$ cat config.mk
export PLATFORM = sky130hd
export DESIGN_NAME = bebi_ctrl
export DESIGN_NICKNAME = d
export VERILOG_FILES = /design/src/hw/bebi_pkg.sv /design/src/hw/bebi_ctrl.sv
export SDC_FILE = /design/constraint.sdc
export NUM_CORES = 1
export LEC_CHECK = 0
export BUFFER_PORTS_ARGS = -buffer_cell sky130_fd_sc_hd__buf_2
export CAP_MARGIN = 20
export CORE_ASPECT_RATIO = 0.7
export CORE_MARGIN = 2
export CORE_UTILIZATION = 50
export DETAILED_ROUTE_END_ITERATION = 10
export GPL_ROUTABILITY_DRIVEN = 0
export GPL_TIMING_DRIVEN = 1
export PLACE_DENSITY = 0.82
export SYNTH_ARGS = -nofsm -noshare
export SYNTH_HDL_FRONTEND = slang
export SYNTH_SLANG_ARGS = --single-unit
$ cat constraint.sdc
create_clock -name i_clk_sys -period 4.1 [get_ports i_clk_sys]
set_clock_uncertainty 0.2 [all_clocks]
set_input_delay 0.615 -clock i_clk_sys [delete_from_list [all_inputs] [get_ports i_clk_sys]]
set_output_delay 0.615 -clock i_clk_sys [all_outputs]
set_load 0.01 [all_outputs]
$ cat src/hw/bebi_pkg.sv
// Purpose: Shared constants and types of the basic external bus interface.
// Assumes: One 20 MHz system clock, asynchronous active-low reset.
// Notes:   Register indices sit on a 3-bit plain register port.
package bebi_pkg;

    // ----------------------------------------------------------------
    // Register indices and values after power-on reset
    // ----------------------------------------------------------------
    localparam logic [2:0] REG_AREA_WIDTH_CONTROL = 3'h0;
    localparam logic [2:0] REG_AREA_STATE_CONTROL = 3'h1;
    localparam logic [2:0] REG_WAIT_COUNT_HIGH    = 3'h2;
    localparam logic [2:0] REG_WAIT_COUNT_LOW     = 3'h3;
    localparam logic [2:0] REG_BUS_CONTROL        = 3'h4;
    localparam logic [2:0] REG_STATUS             = 3'h5;

    localparam logic [7:0] AWC_RST = 8'hFF;
    localparam logic [7:0] ASC_RST = 8'hFF;
    localparam logic [7:0] WCH_RST = 8'hFF;
    localparam logic [7:0] WCL_RST = 8'hFF;
    localparam logic       PWE_RST = 1'b0;

    // Bus control: pin wait enable bit position.
    localparam int unsigned PWE_BIT = 0;

    // ----------------------------------------------------------------
    // Request encodings
    // ----------------------------------------------------------------
    localparam logic [1:0] SZ_BYTE = 2'h0;
    localparam logic [1:0] SZ_WORD = 2'h1;
    localparam logic [1:0] SZ_LONG = 2'h2;

    localparam logic [1:0] SPACE_EXT    = 2'h0;
    localparam logic [1:0] SPACE_ONCHIP = 2'h1;
    localparam logic [1:0] SPACE_PERIPH = 2'h2;

    // Area number is taken from the top address bits.
    localparam int unsigned AREA_LSB = 21;

    // ----------------------------------------------------------------
    // Sequencer states
    // ----------------------------------------------------------------
    typedef enum logic [2:0] {
        ST_IDLE,
        ST_T1,
        ST_SECOND_STATE,
        ST_WAIT_STATE,
        ST_THIRD_STATE
    } bebi_state_t;

endpackage : bebi_pkg

$ cat src/hw/bebi_ctrl.sv
// Purpose: Basic external bus interface cycle generator for ROM and SRAM.
// Assumes: All inputs but i_rst_n are synchronous to i_clk_sys; requests are aligned.
// Notes:   Internal masters issue one request at a time.
// Functional notes
// - One state per clock; cycles of 1-3 states.
// - On-chip memory: one state, 16-bit path.
// - Peripheral registers: two states, 8/16-bit path.
// - External: 8/16 bits, 2/3 states, waits 3-state.
// - 8-bit area: upper lane, word/long split bytewise.
// - 16-bit area: byte/word per cycle, long split.
// - 16-bit byte: even upper lane, odd lower.
// - Reads use one common read strobe.
// - Unused lane: ignored on read, released on write.
// - 8-bit area keeps lower write strobe high.
// - Two-state areas never get wait states.
// - Program waits and external wait pin supported.
// - Three-state area: 0-3 program waits per area.
// - Width bit: 0 is 16-bit, 1 is 8-bit.
// - State bit selects 2/3 states; two-bit wait count.
// - Low wait pin in the last second or wait state, after program waits, adds waits.
// - Power-on defaults; manual reset keeps settings.
//
// Local design decisions: strobed register access and the register addresses.
`timescale 1ns/1ps
`default_nettype none

module bebi_ctrl
    import bebi_pkg::*;
(
    input  wire logic        i_clk_sys,
    input  wire logic        i_rst_n,
    input  wire logic        i_manual_rst,
    input  wire logic        i_req,
    input  wire logic [1:0]  i_space,
    input  wire logic        i_periph_wide,
    input  wire logic [23:0] i_addr,
    input  wire logic        i_wr,
    input  wire logic [1:0]  i_size,
    input  wire logic [31:0] i_wdata,
    output logic             o_busy,
    output logic             o_done,
    output logic [31:0]      o_rdata,
    output logic             o_int_sel,
    output logic             o_int_we,
    input  wire logic [15:0] i_int_rdata,
    output logic [23:0]      o_addr,
    output logic             o_rd_n,
    output logic             o_upper_write_strobe_n,
    output logic             o_lower_write_strobe_n,
    output logic [15:0]      o_data,
    output logic             o_data_oe_hi,
    output logic             o_data_oe_lo,
    input  wire logic [15:0] i_data,
    input  wire logic        i_wait_n,
    input  wire logic [2:0]  i_reg_addr,
    input  wire logic [7:0]  i_reg_wdata,
    input  wire logic        i_reg_wr,
    input  wire logic        i_reg_rd,
    output logic [7:0]       o_reg_rdata
);

    // ----------------------------------------------------------------
    // State
    // ----------------------------------------------------------------
    typedef struct packed {
        bebi_state_t st;
        logic        w8;
        logic        three;
        logic        one;
        logic [1:0]  nwait;
        logic [1:0]  wcnt;
        logic        pinw;
        logic        ext;
        logic        unit2;
        logic [2:0]  nbytes;
        logic [2:0]  boff;
        logic [23:0] base;
        logic        wr;
        logic [1:0]  size;
        logic [31:0] wdat;
        logic [31:0] acc;
        logic [23:0] addr;
        logic        rd_n;
        logic        hwr_n;
        logic        lwr_n;
        logic [15:0] dout;
        logic        oe_hi;
        logic        oe_lo;
        logic        int_sel;
        logic        int_we;
        logic        busy;
        logic        done;
        logic [31:0] rdata;
        logic [7:0]  awc;
        logic [7:0]  asc;
        logic [7:0]  wch;
        logic [7:0]  wcl;
        logic        pwe;
        logic [7:0]  reg_rdata;
    } bebi_regs_t;

    localparam bebi_regs_t RST = '{
        st: ST_IDLE, rd_n: 1'b1, hwr_n: 1'b1, lwr_n: 1'b1,
        awc: AWC_RST, asc: ASC_RST, wch: WCH_RST, wcl: WCL_RST,
        pwe: PWE_RST, default: '0
    };

    bebi_regs_t r_ff;
    bebi_regs_t nxt_r;

    function automatic logic [7:0] byte_of(input logic [31:0] d,
                                           input logic [1:0]  j);
        byte_of = d[8*(3-j) +: 8];
    endfunction

    // ----------------------------------------------------------------
    // Next state
    // ----------------------------------------------------------------
    always_comb begin
        logic [2:0]  area;
        logic [7:0]  wsel;
        logic [2:0]  bpc;
        logic [2:0]  nboff;
        logic [1:0]  k;
        logic [1:0]  klo;
        logic        a0;
        logic        hi_use;
        logic        lo_use;
        logic        cyc_end;
        logic [15:0] lane_in;
        logic [31:0] acc;
        logic [23:0] a;
        logic        act;
        area    = i_addr[AREA_LSB +: 3];
        wsel    = 8'h00;
        bpc     = 3'h1;
        nboff   = 3'h0;
        k       = 2'h0;
        klo     = 2'h0;
        a0      = 1'b0;
        hi_use  = 1'b0;
        lo_use  = 1'b0;
        cyc_end = 1'b0;
        lane_in = 16'h0000;
        acc     = 32'h0000_0000;
        a       = 24'h00_0000;
        act     = 1'b0;
        nxt_r   = r_ff;
        nxt_r.done = 1'b0;

        // Register port; settings are only ever changed by software.
        if (i_reg_wr) begin
            unique case (i_reg_addr)
                REG_AREA_WIDTH_CONTROL: nxt_r.awc = i_reg_wdata;
                REG_AREA_STATE_CONTROL: nxt_r.asc = i_reg_wdata;
                REG_WAIT_COUNT_HIGH:    nxt_r.wch = i_reg_wdata;
                REG_WAIT_COUNT_LOW:     nxt_r.wcl = i_reg_wdata;
                REG_BUS_CONTROL:        nxt_r.pwe = i_reg_wdata[PWE_BIT];
                default:                ;
            endcase
        end
        if (i_reg_rd) begin
            unique case (i_reg_addr)
                REG_AREA_WIDTH_CONTROL: nxt_r.reg_rdata = r_ff.awc;
                REG_AREA_STATE_CONTROL: nxt_r.reg_rdata = r_ff.asc;
                REG_WAIT_COUNT_HIGH:    nxt_r.reg_rdata = r_ff.wch;
                REG_WAIT_COUNT_LOW:     nxt_r.reg_rdata = r_ff.wcl;
                REG_BUS_CONTROL:        nxt_r.reg_rdata = {7'h00, r_ff.pwe};
                REG_STATUS:             nxt_r.reg_rdata =
                    {2'h0, r_ff.st, r_ff.ext, r_ff.wr, r_ff.busy};
                default:                nxt_r.reg_rdata = 8'h00;
            endcase
        end

        // Lanes of the cycle in progress.
        k   = r_ff.boff[1:0];
        a0  = r_ff.addr[0];
        klo = r_ff.unit2 ? k + 2'h1 : k;
        hi_use = r_ff.w8 | r_ff.unit2 | ~a0;
        lo_use = ~r_ff.w8 & (r_ff.unit2 | a0);
        bpc    = r_ff.unit2 ? 3'h2 : 3'h1;
        nboff  = r_ff.boff;

        unique case (r_ff.st)
            ST_IDLE: begin
                if (i_req) begin
                    nxt_r.base  = i_addr;
                    nxt_r.wr    = i_wr;
                    nxt_r.size  = i_size;
                    nxt_r.boff  = 3'h0;
                    nxt_r.wcnt  = 2'h0;
                    nxt_r.acc   = 32'h0000_0000;
                    nxt_r.ext   = (i_space == SPACE_EXT);
                    nxt_r.pinw  = r_ff.pwe;
                    nxt_r.nwait = 2'h0;
                    nxt_r.three = 1'b0;
                    unique case (i_space)
                        SPACE_ONCHIP: begin
                            nxt_r.w8  = 1'b0;
                            nxt_r.one = 1'b1;
                        end
                        SPACE_PERIPH: begin
                            nxt_r.w8  = ~i_periph_wide;
                            nxt_r.one = 1'b0;
                        end
                        default: begin
                            wsel = (area[2] ? r_ff.wch : r_ff.wcl)
                                   >> {area[1:0], 1'b0};
                            nxt_r.w8    = r_ff.awc[area];
                            nxt_r.three = r_ff.asc[area];
                            nxt_r.nwait = wsel[1:0];
                            nxt_r.one   = 1'b0;
                        end
                    endcase
                    nxt_r.unit2  = ~nxt_r.w8 & (i_size != SZ_BYTE);
                    nxt_r.nbytes = (i_size == SZ_LONG) ? 3'h4 :
                                   (i_size == SZ_WORD) ? 3'h2 : 3'h1;
                    unique case (i_size)
                        SZ_LONG: nxt_r.wdat = i_wdata;
                        SZ_WORD: nxt_r.wdat = {i_wdata[15:0], 16'h0000};
                        default: nxt_r.wdat = {i_wdata[7:0], 24'h00_0000};
                    endcase
                    nxt_r.st = ST_T1;
                end
            end
            ST_T1: begin
                if (r_ff.one) begin
                    cyc_end = 1'b1;
                end else begin
                    nxt_r.st = ST_SECOND_STATE;
                end
            end
            ST_SECOND_STATE, ST_WAIT_STATE: begin
                // Two-state areas leave here with no wait at all.
                if (!r_ff.three) begin
                    cyc_end = 1'b1;
                end else if (r_ff.wcnt < r_ff.nwait) begin
                    nxt_r.wcnt = r_ff.wcnt + 2'h1;
                    nxt_r.st   = ST_WAIT_STATE;
                end else if (r_ff.pinw && r_ff.ext && !i_wait_n) begin
                    nxt_r.st   = ST_WAIT_STATE;
                end else begin
                    nxt_r.st   = ST_THIRD_STATE;
                end
            end
            ST_THIRD_STATE: begin
                cyc_end = 1'b1;
            end
            default: begin
                nxt_r.st = ST_IDLE;
            end
        endcase

        // Read data is taken at the edge that closes the last state.
        if (cyc_end) begin
            lane_in = r_ff.ext ? i_data : i_int_rdata;
            acc     = r_ff.acc;
            if (!r_ff.wr) begin
                if (hi_use) begin
                    acc[8*(3-k) +: 8] = lane_in[15:8];
                end
                if (lo_use) begin
                    acc[8*(3-klo) +: 8] = lane_in[7:0];
                end
            end
            nxt_r.acc  = acc;
            nxt_r.wcnt = 2'h0;
            nboff      = r_ff.boff + bpc;
            if (nboff >= r_ff.nbytes) begin
                nxt_r.st    = ST_IDLE;
                nxt_r.done  = 1'b1;
                nxt_r.rdata = (r_ff.size == SZ_LONG) ? acc :
                              (r_ff.size == SZ_WORD) ?
                              {16'h0000, acc[31:16]} : {24'h00_0000, acc[31:24]};
            end else begin
                nxt_r.boff = nboff;
                nxt_r.st   = ST_T1;
            end
        end

        // A manual reset ends any cycle but leaves the settings alone.
        if (i_manual_rst) begin
            nxt_r.st   = ST_IDLE;
            nxt_r.done = 1'b0;
        end

        // Pin drive for the state about to start.
        act    = (nxt_r.st != ST_IDLE);
        a      = nxt_r.base + {21'h00_0000, nxt_r.boff};
        k      = nxt_r.boff[1:0];
        klo    = nxt_r.unit2 ? k + 2'h1 : k;
        hi_use = nxt_r.w8 | nxt_r.unit2 | ~a[0];
        lo_use = ~nxt_r.w8 & (nxt_r.unit2 | a[0]);
        nxt_r.busy    = act;
        nxt_r.addr    = act ? a : r_ff.addr;
        nxt_r.int_sel = act & ~nxt_r.ext;
        nxt_r.int_we  = act & ~nxt_r.ext & nxt_r.wr;
        nxt_r.rd_n    = ~(act & nxt_r.ext & ~nxt_r.wr);
        nxt_r.hwr_n   = ~(act & nxt_r.ext & nxt_r.wr & hi_use &
                          (nxt_r.st != ST_T1));
        nxt_r.lwr_n   = ~(act & nxt_r.ext & nxt_r.wr & lo_use &
                          (nxt_r.st != ST_T1));
        nxt_r.oe_hi   = act & nxt_r.ext & nxt_r.wr & hi_use;
        nxt_r.oe_lo   = act & nxt_r.ext & nxt_r.wr & lo_use;
        nxt_r.dout    = {hi_use ? byte_of(nxt_r.wdat, k)   : 8'h00,
                         lo_use ? byte_of(nxt_r.wdat, klo) : 8'h00};
    end

    // ----------------------------------------------------------------
    // Registers
    // ----------------------------------------------------------------
    // Power-on reset alone restores the defaults.
    always_ff @(posedge i_clk_sys or negedge i_rst_n) begin
        if (!i_rst_n) begin
            r_ff <= RST;
        end else begin
            r_ff <= nxt_r;
        end
    end

    assign o_busy                 = r_ff.busy;
    assign o_done                 = r_ff.done;
    assign o_rdata                = r_ff.rdata;
    assign o_int_sel              = r_ff.int_sel;
    assign o_int_we               = r_ff.int_we;
    assign o_addr                 = r_ff.addr;
    assign o_rd_n                 = r_ff.rd_n;
    assign o_upper_write_strobe_n = r_ff.hwr_n;
    assign o_lower_write_strobe_n = r_ff.lwr_n;
    assign o_data                 = r_ff.dout;
    assign o_data_oe_hi           = r_ff.oe_hi;
    assign o_data_oe_lo           = r_ff.oe_lo;
    assign o_reg_rdata            = r_ff.reg_rdata;

endmodule : bebi_ctrl

`default_nettype wire

==> flow_summary_export.csv <==
group,metric,value,unit
sta,setup_viol,0,
synthesis,avgSynthCellArea,9.608,sq um
sta,rsz0062_at_grt,"yes",
clocking,root_buffer,"clkbuf_16",
placed_design,port_buffers,200,
clocking,cts.sinks,232,
synthesis,syn-num-nets,1520,
clocking,cts_buffer_depth,3,
global_routing,antenna_found_initial,0,
synthesis,async_flop_share,1.000,
pwr,vdd_drop_max,516.0,uV
finish,area_growth,14.40,%
finish,multi_input_area,6409,sq um
outcome,status,"finished with violations",
routing,wl,36980,microns
setup_path,r2r_end,"o_addr[12]",
finish,final_core_util,0.5871,
floorplan,die_x,198.8,microns
clocking,ctsHtreeMaxLevel,1,
sta,maxSlewHeadroom,0.2748,
outcome,violations,"hold timing",
pwr,combPwrFrac,0.487,
sta,holdWs,-0.06829,ns
global_routing,grt_usage,0.2628,
synthesis,synthTopCellsByCount,"dfrtp_1 (197), nand2_1 (171), nor2_1 (116), a21oi_1 (94), buf_4 (83)",
global_routing,grt_pass1_vias,10583,
routing,antenna_left,0,
synthesis,synthTopCellsByArea,"dfrtp_1 (37%), dfstp_2 (6.9%), mux2_2 (5.7%)",
pwr,p_per_area,770.9,nW/um^2
synthesis,synth_flop_cell,"dfrtp_1",
sta,worstMarginPinSlew,1.085,ns
setup_path,end_kind,"register",
pwr,power.net_switching,4.915,mW
setup_path,reg2reg_setup_slack,0.07,ns
finish,seq_area,5849,sq um
routing,num_vias,11092,
floorplan,core_area,25870,sq um
setup_path,worstSetupPathType,"register to register",
pwr,p_int,6.794,mW
finish,final_nets,1637,
pwr,clkPwrFrac,0.196,
synthesis,synth_edf_count,0,
setup_path,endpoint,"o_addr[12]",
floorplan,dieArea,27900,sq um
sta,layout_min_cycle_time,4.029,ns
floorplan,num_rows,49,
sta,fmax,248.2,MHz
synthesis,ys_seq_area_frac,0.4405,
synthesis,synth_cells,1382,
finish,fillers,2215,
pwr,leakage,7.060,nW
clocking,path_clk_slew,0.07,ns
synthesis,synth_area,13280,sq um
routing,dr.pass1.iters,5,
sta,finalCritPeriodShare,0.9828,
global_routing,overflow,0,
synthesis,yosys.area.top_type,"dfrtp_1",
pwr,power.share.switching,0.4198,
global_routing,grt_pass1_wl,58050,microns
setup_path,cp.arrival,4.22,ns
finish,diodes,0,
global_routing,grt_max_degree,115,
setup_path,ff2ff_path_depth,19,
setup_path,crit_required,4.29,ns
sta,tns,0,ns
routing,viasPerCell,5.919,
sta,hold_viol_final,23,
clocking,numCtsBuffers,24,
setup_path,cp-startpoint,"r_ff[219]",
floorplan,die_y,140.3,microns
synthesis,yosysWarningCount,0,
sta,finalMaxSlewViolations,0,
routing,drtIter0Drc,1296,
synthesis,yosysMostFrequentCell,"dfrtp_1",
placed_design,place_hpwl,26270,microns
synthesis,ys_ff_latch,232,
setup_path,crit_fanout,4,
setup_path,start_kind,"register",
floorplan,io-pin-count,201,
setup_path,r2r_start,"r_ff[219]",
routing,drc,0,
finish,drive_gt1_frac,0.2920,
floorplan,initial_utilization,0.5132,
synthesis,synth_top_area_frac,0.3713,
synthesis,ys_types,73,
routing,wl_per_cell,19.73,microns
run,drv_cap,0,
clocking,clk_latency,0.52,ns
clocking,cts_tree,"built",
pwr,pwr-share-seq,0.316,
min_path,hp-class,"input pin to async pin",
[cells in the final DEF, fill, tap and decap left out, drive strengths merged, types with 4 or more instances in the layout]
cell     netlist  final
xnor2         21     21
dfrtp        197    197
nand4         18     18
nand2        171    171
mux4          10     10
and2          12     12
o21ai         80     80
o32a           8      8
buf          108    252
nand2b        10     10
a21oi         94     94
and3          16     16
ha            24     24
o211ai        12     12
nand3b         7      7
o22ai         12     12
o22a           8      8
a32oi          8      8
a22oi         28     28
a221oi         8      8
nand3         34     34
mux2i         54     54
mux2          77     77
a31oi          4      4
inv           53     53
dfstp         35     35
nor3           7      7
nor2         119    119
o2bb2ai       17     17
clkbuf        53     43
nor2b          9      9
a22o          24     24
[power groups by stage]
stage | clock (mW) | combinational [mW] | sequential, mW
final | 2.30 | 5.71 | 3.70
after floorplan | 0 | 4.18 | 3.50
after detailed placement | 0 | 5.48 | 3.71
after CTS | 2.35 | 5.52 | 3.69
after global routing | 2.44 | 6.22 | 3.80
after global placement | 0 | 5.29 | 3.68
[worst max-delay path, cell delays in order (launching register included)]
cell,delay [ns]
dfrtp_1,0.39
inv_2,0.09
ha_4,0.13
inv_2,0.03
fa_2,0.37
xnor2_2,0.19
ha_1,0.28
a21oi_2,0.15
o21ai_2,0.10
nor2_4,0.14
mux2_4,0.34
clkinv_4,0.06
ha_4,0.13
fa_2,0.23
a21oi_4,0.08
nor4_4,0.27
o21ai_2,0.16
a21o_1,0.19
xnor2_1,0.12
mux2_4,0.26
[layout make-up]
class | instances | area share
clock buffer | 43 | 0.05568
clock inverter | 1 | 0.0005766
inverter | 53 | 0.01343
multi-input combinational | 936 | 0.4219
sequential | 232 | 0.3851
tap | 357 | 0.02941
timing repair buffer | 252 | 0.09390
[worst min path at each step]
stage	cells past startpoint	from	end	slack, ns
after CTS	1	i_rst_n	o_reg_rdata[2]	0.002
after floorplan	0	i_rst_n	o_addr[0]	0.12
after global routing	1	i_rst_n	o_reg_rdata[6]	0.02
after detailed placement	2	r_ff[160]	r_ff[160]	0.25
final	1	i_rst_n	o_reg_rdata[4]	-0.07
after global placement	2	r_ff[160]	r_ff[160]	0.24
[metrics by stage]
| step | setup slack, ns | instances | instance area [sq um] | total power [mW] |
|---|---|---|---|---|
| after global placement | 0.09778 | 1821 | 14190 | 8.977 |
| after floorplan | 0.02080 | 1382 | 13330 | 7.683 |
| after global routing | -0.1086 | 1874 | 15190 | 12.45 |
| after CTS | 0.009334 | 1866 | 15050 | 11.55 |
| final | 0.07066 | 1874 | 15190 | 11.71 |
| after detailed placement | -0.03215 | 1821 | 14190 | 9.186 |
[logic make-up after synthesis]
| kind of cell | share of synthesized area |
|---|---|
| AND/OR/NAND/NOR | 0.1479 |
| buffers and inverters | 0.08594 |
| adder cells (fa/ha/maj) | 0.02563 |
| AO/OA/AOI/OAI | 0.1593 |
| multiplexers | 0.1249 |
| XOR/XNOR | 0.01583 |
| flip-flops | 0.4405 |
[registers in the layout, indices dropped and copies added (netlist names)]
register and cells:
o_int_sel 1, o_rdata 32, o_data_oe_hi 1, o_data 16, o_data_oe_lo 1, o_lower_write_strobe_n 1, o_upper_write_strobe_n 1, r_ff 143
o_addr 24, o_done 1, o_busy 1, o_rd_n 1, o_int_we 1, o_reg_rdata 8
[what timing repair did]
action,4_1_cts,5_1_grt
pin swaps,1,12
resized for setup,0,17
endpoints found under the setup margin,4,14
setup buffers,1,8
hold buffers,0,0
[metal layers]
layer | wire [microns] | GRT usage | vias up
met2 | 16120 | 0.3894 | 608
li1 | - | - | 5024
met4 | 816 | 0.06520 | 0
met5 | 0 | 0 | -
met1 | 16060 | 0.3910 | 5391
met3 | 3976 | 0.05683 | 69
(Power assumes the default switching activity.)
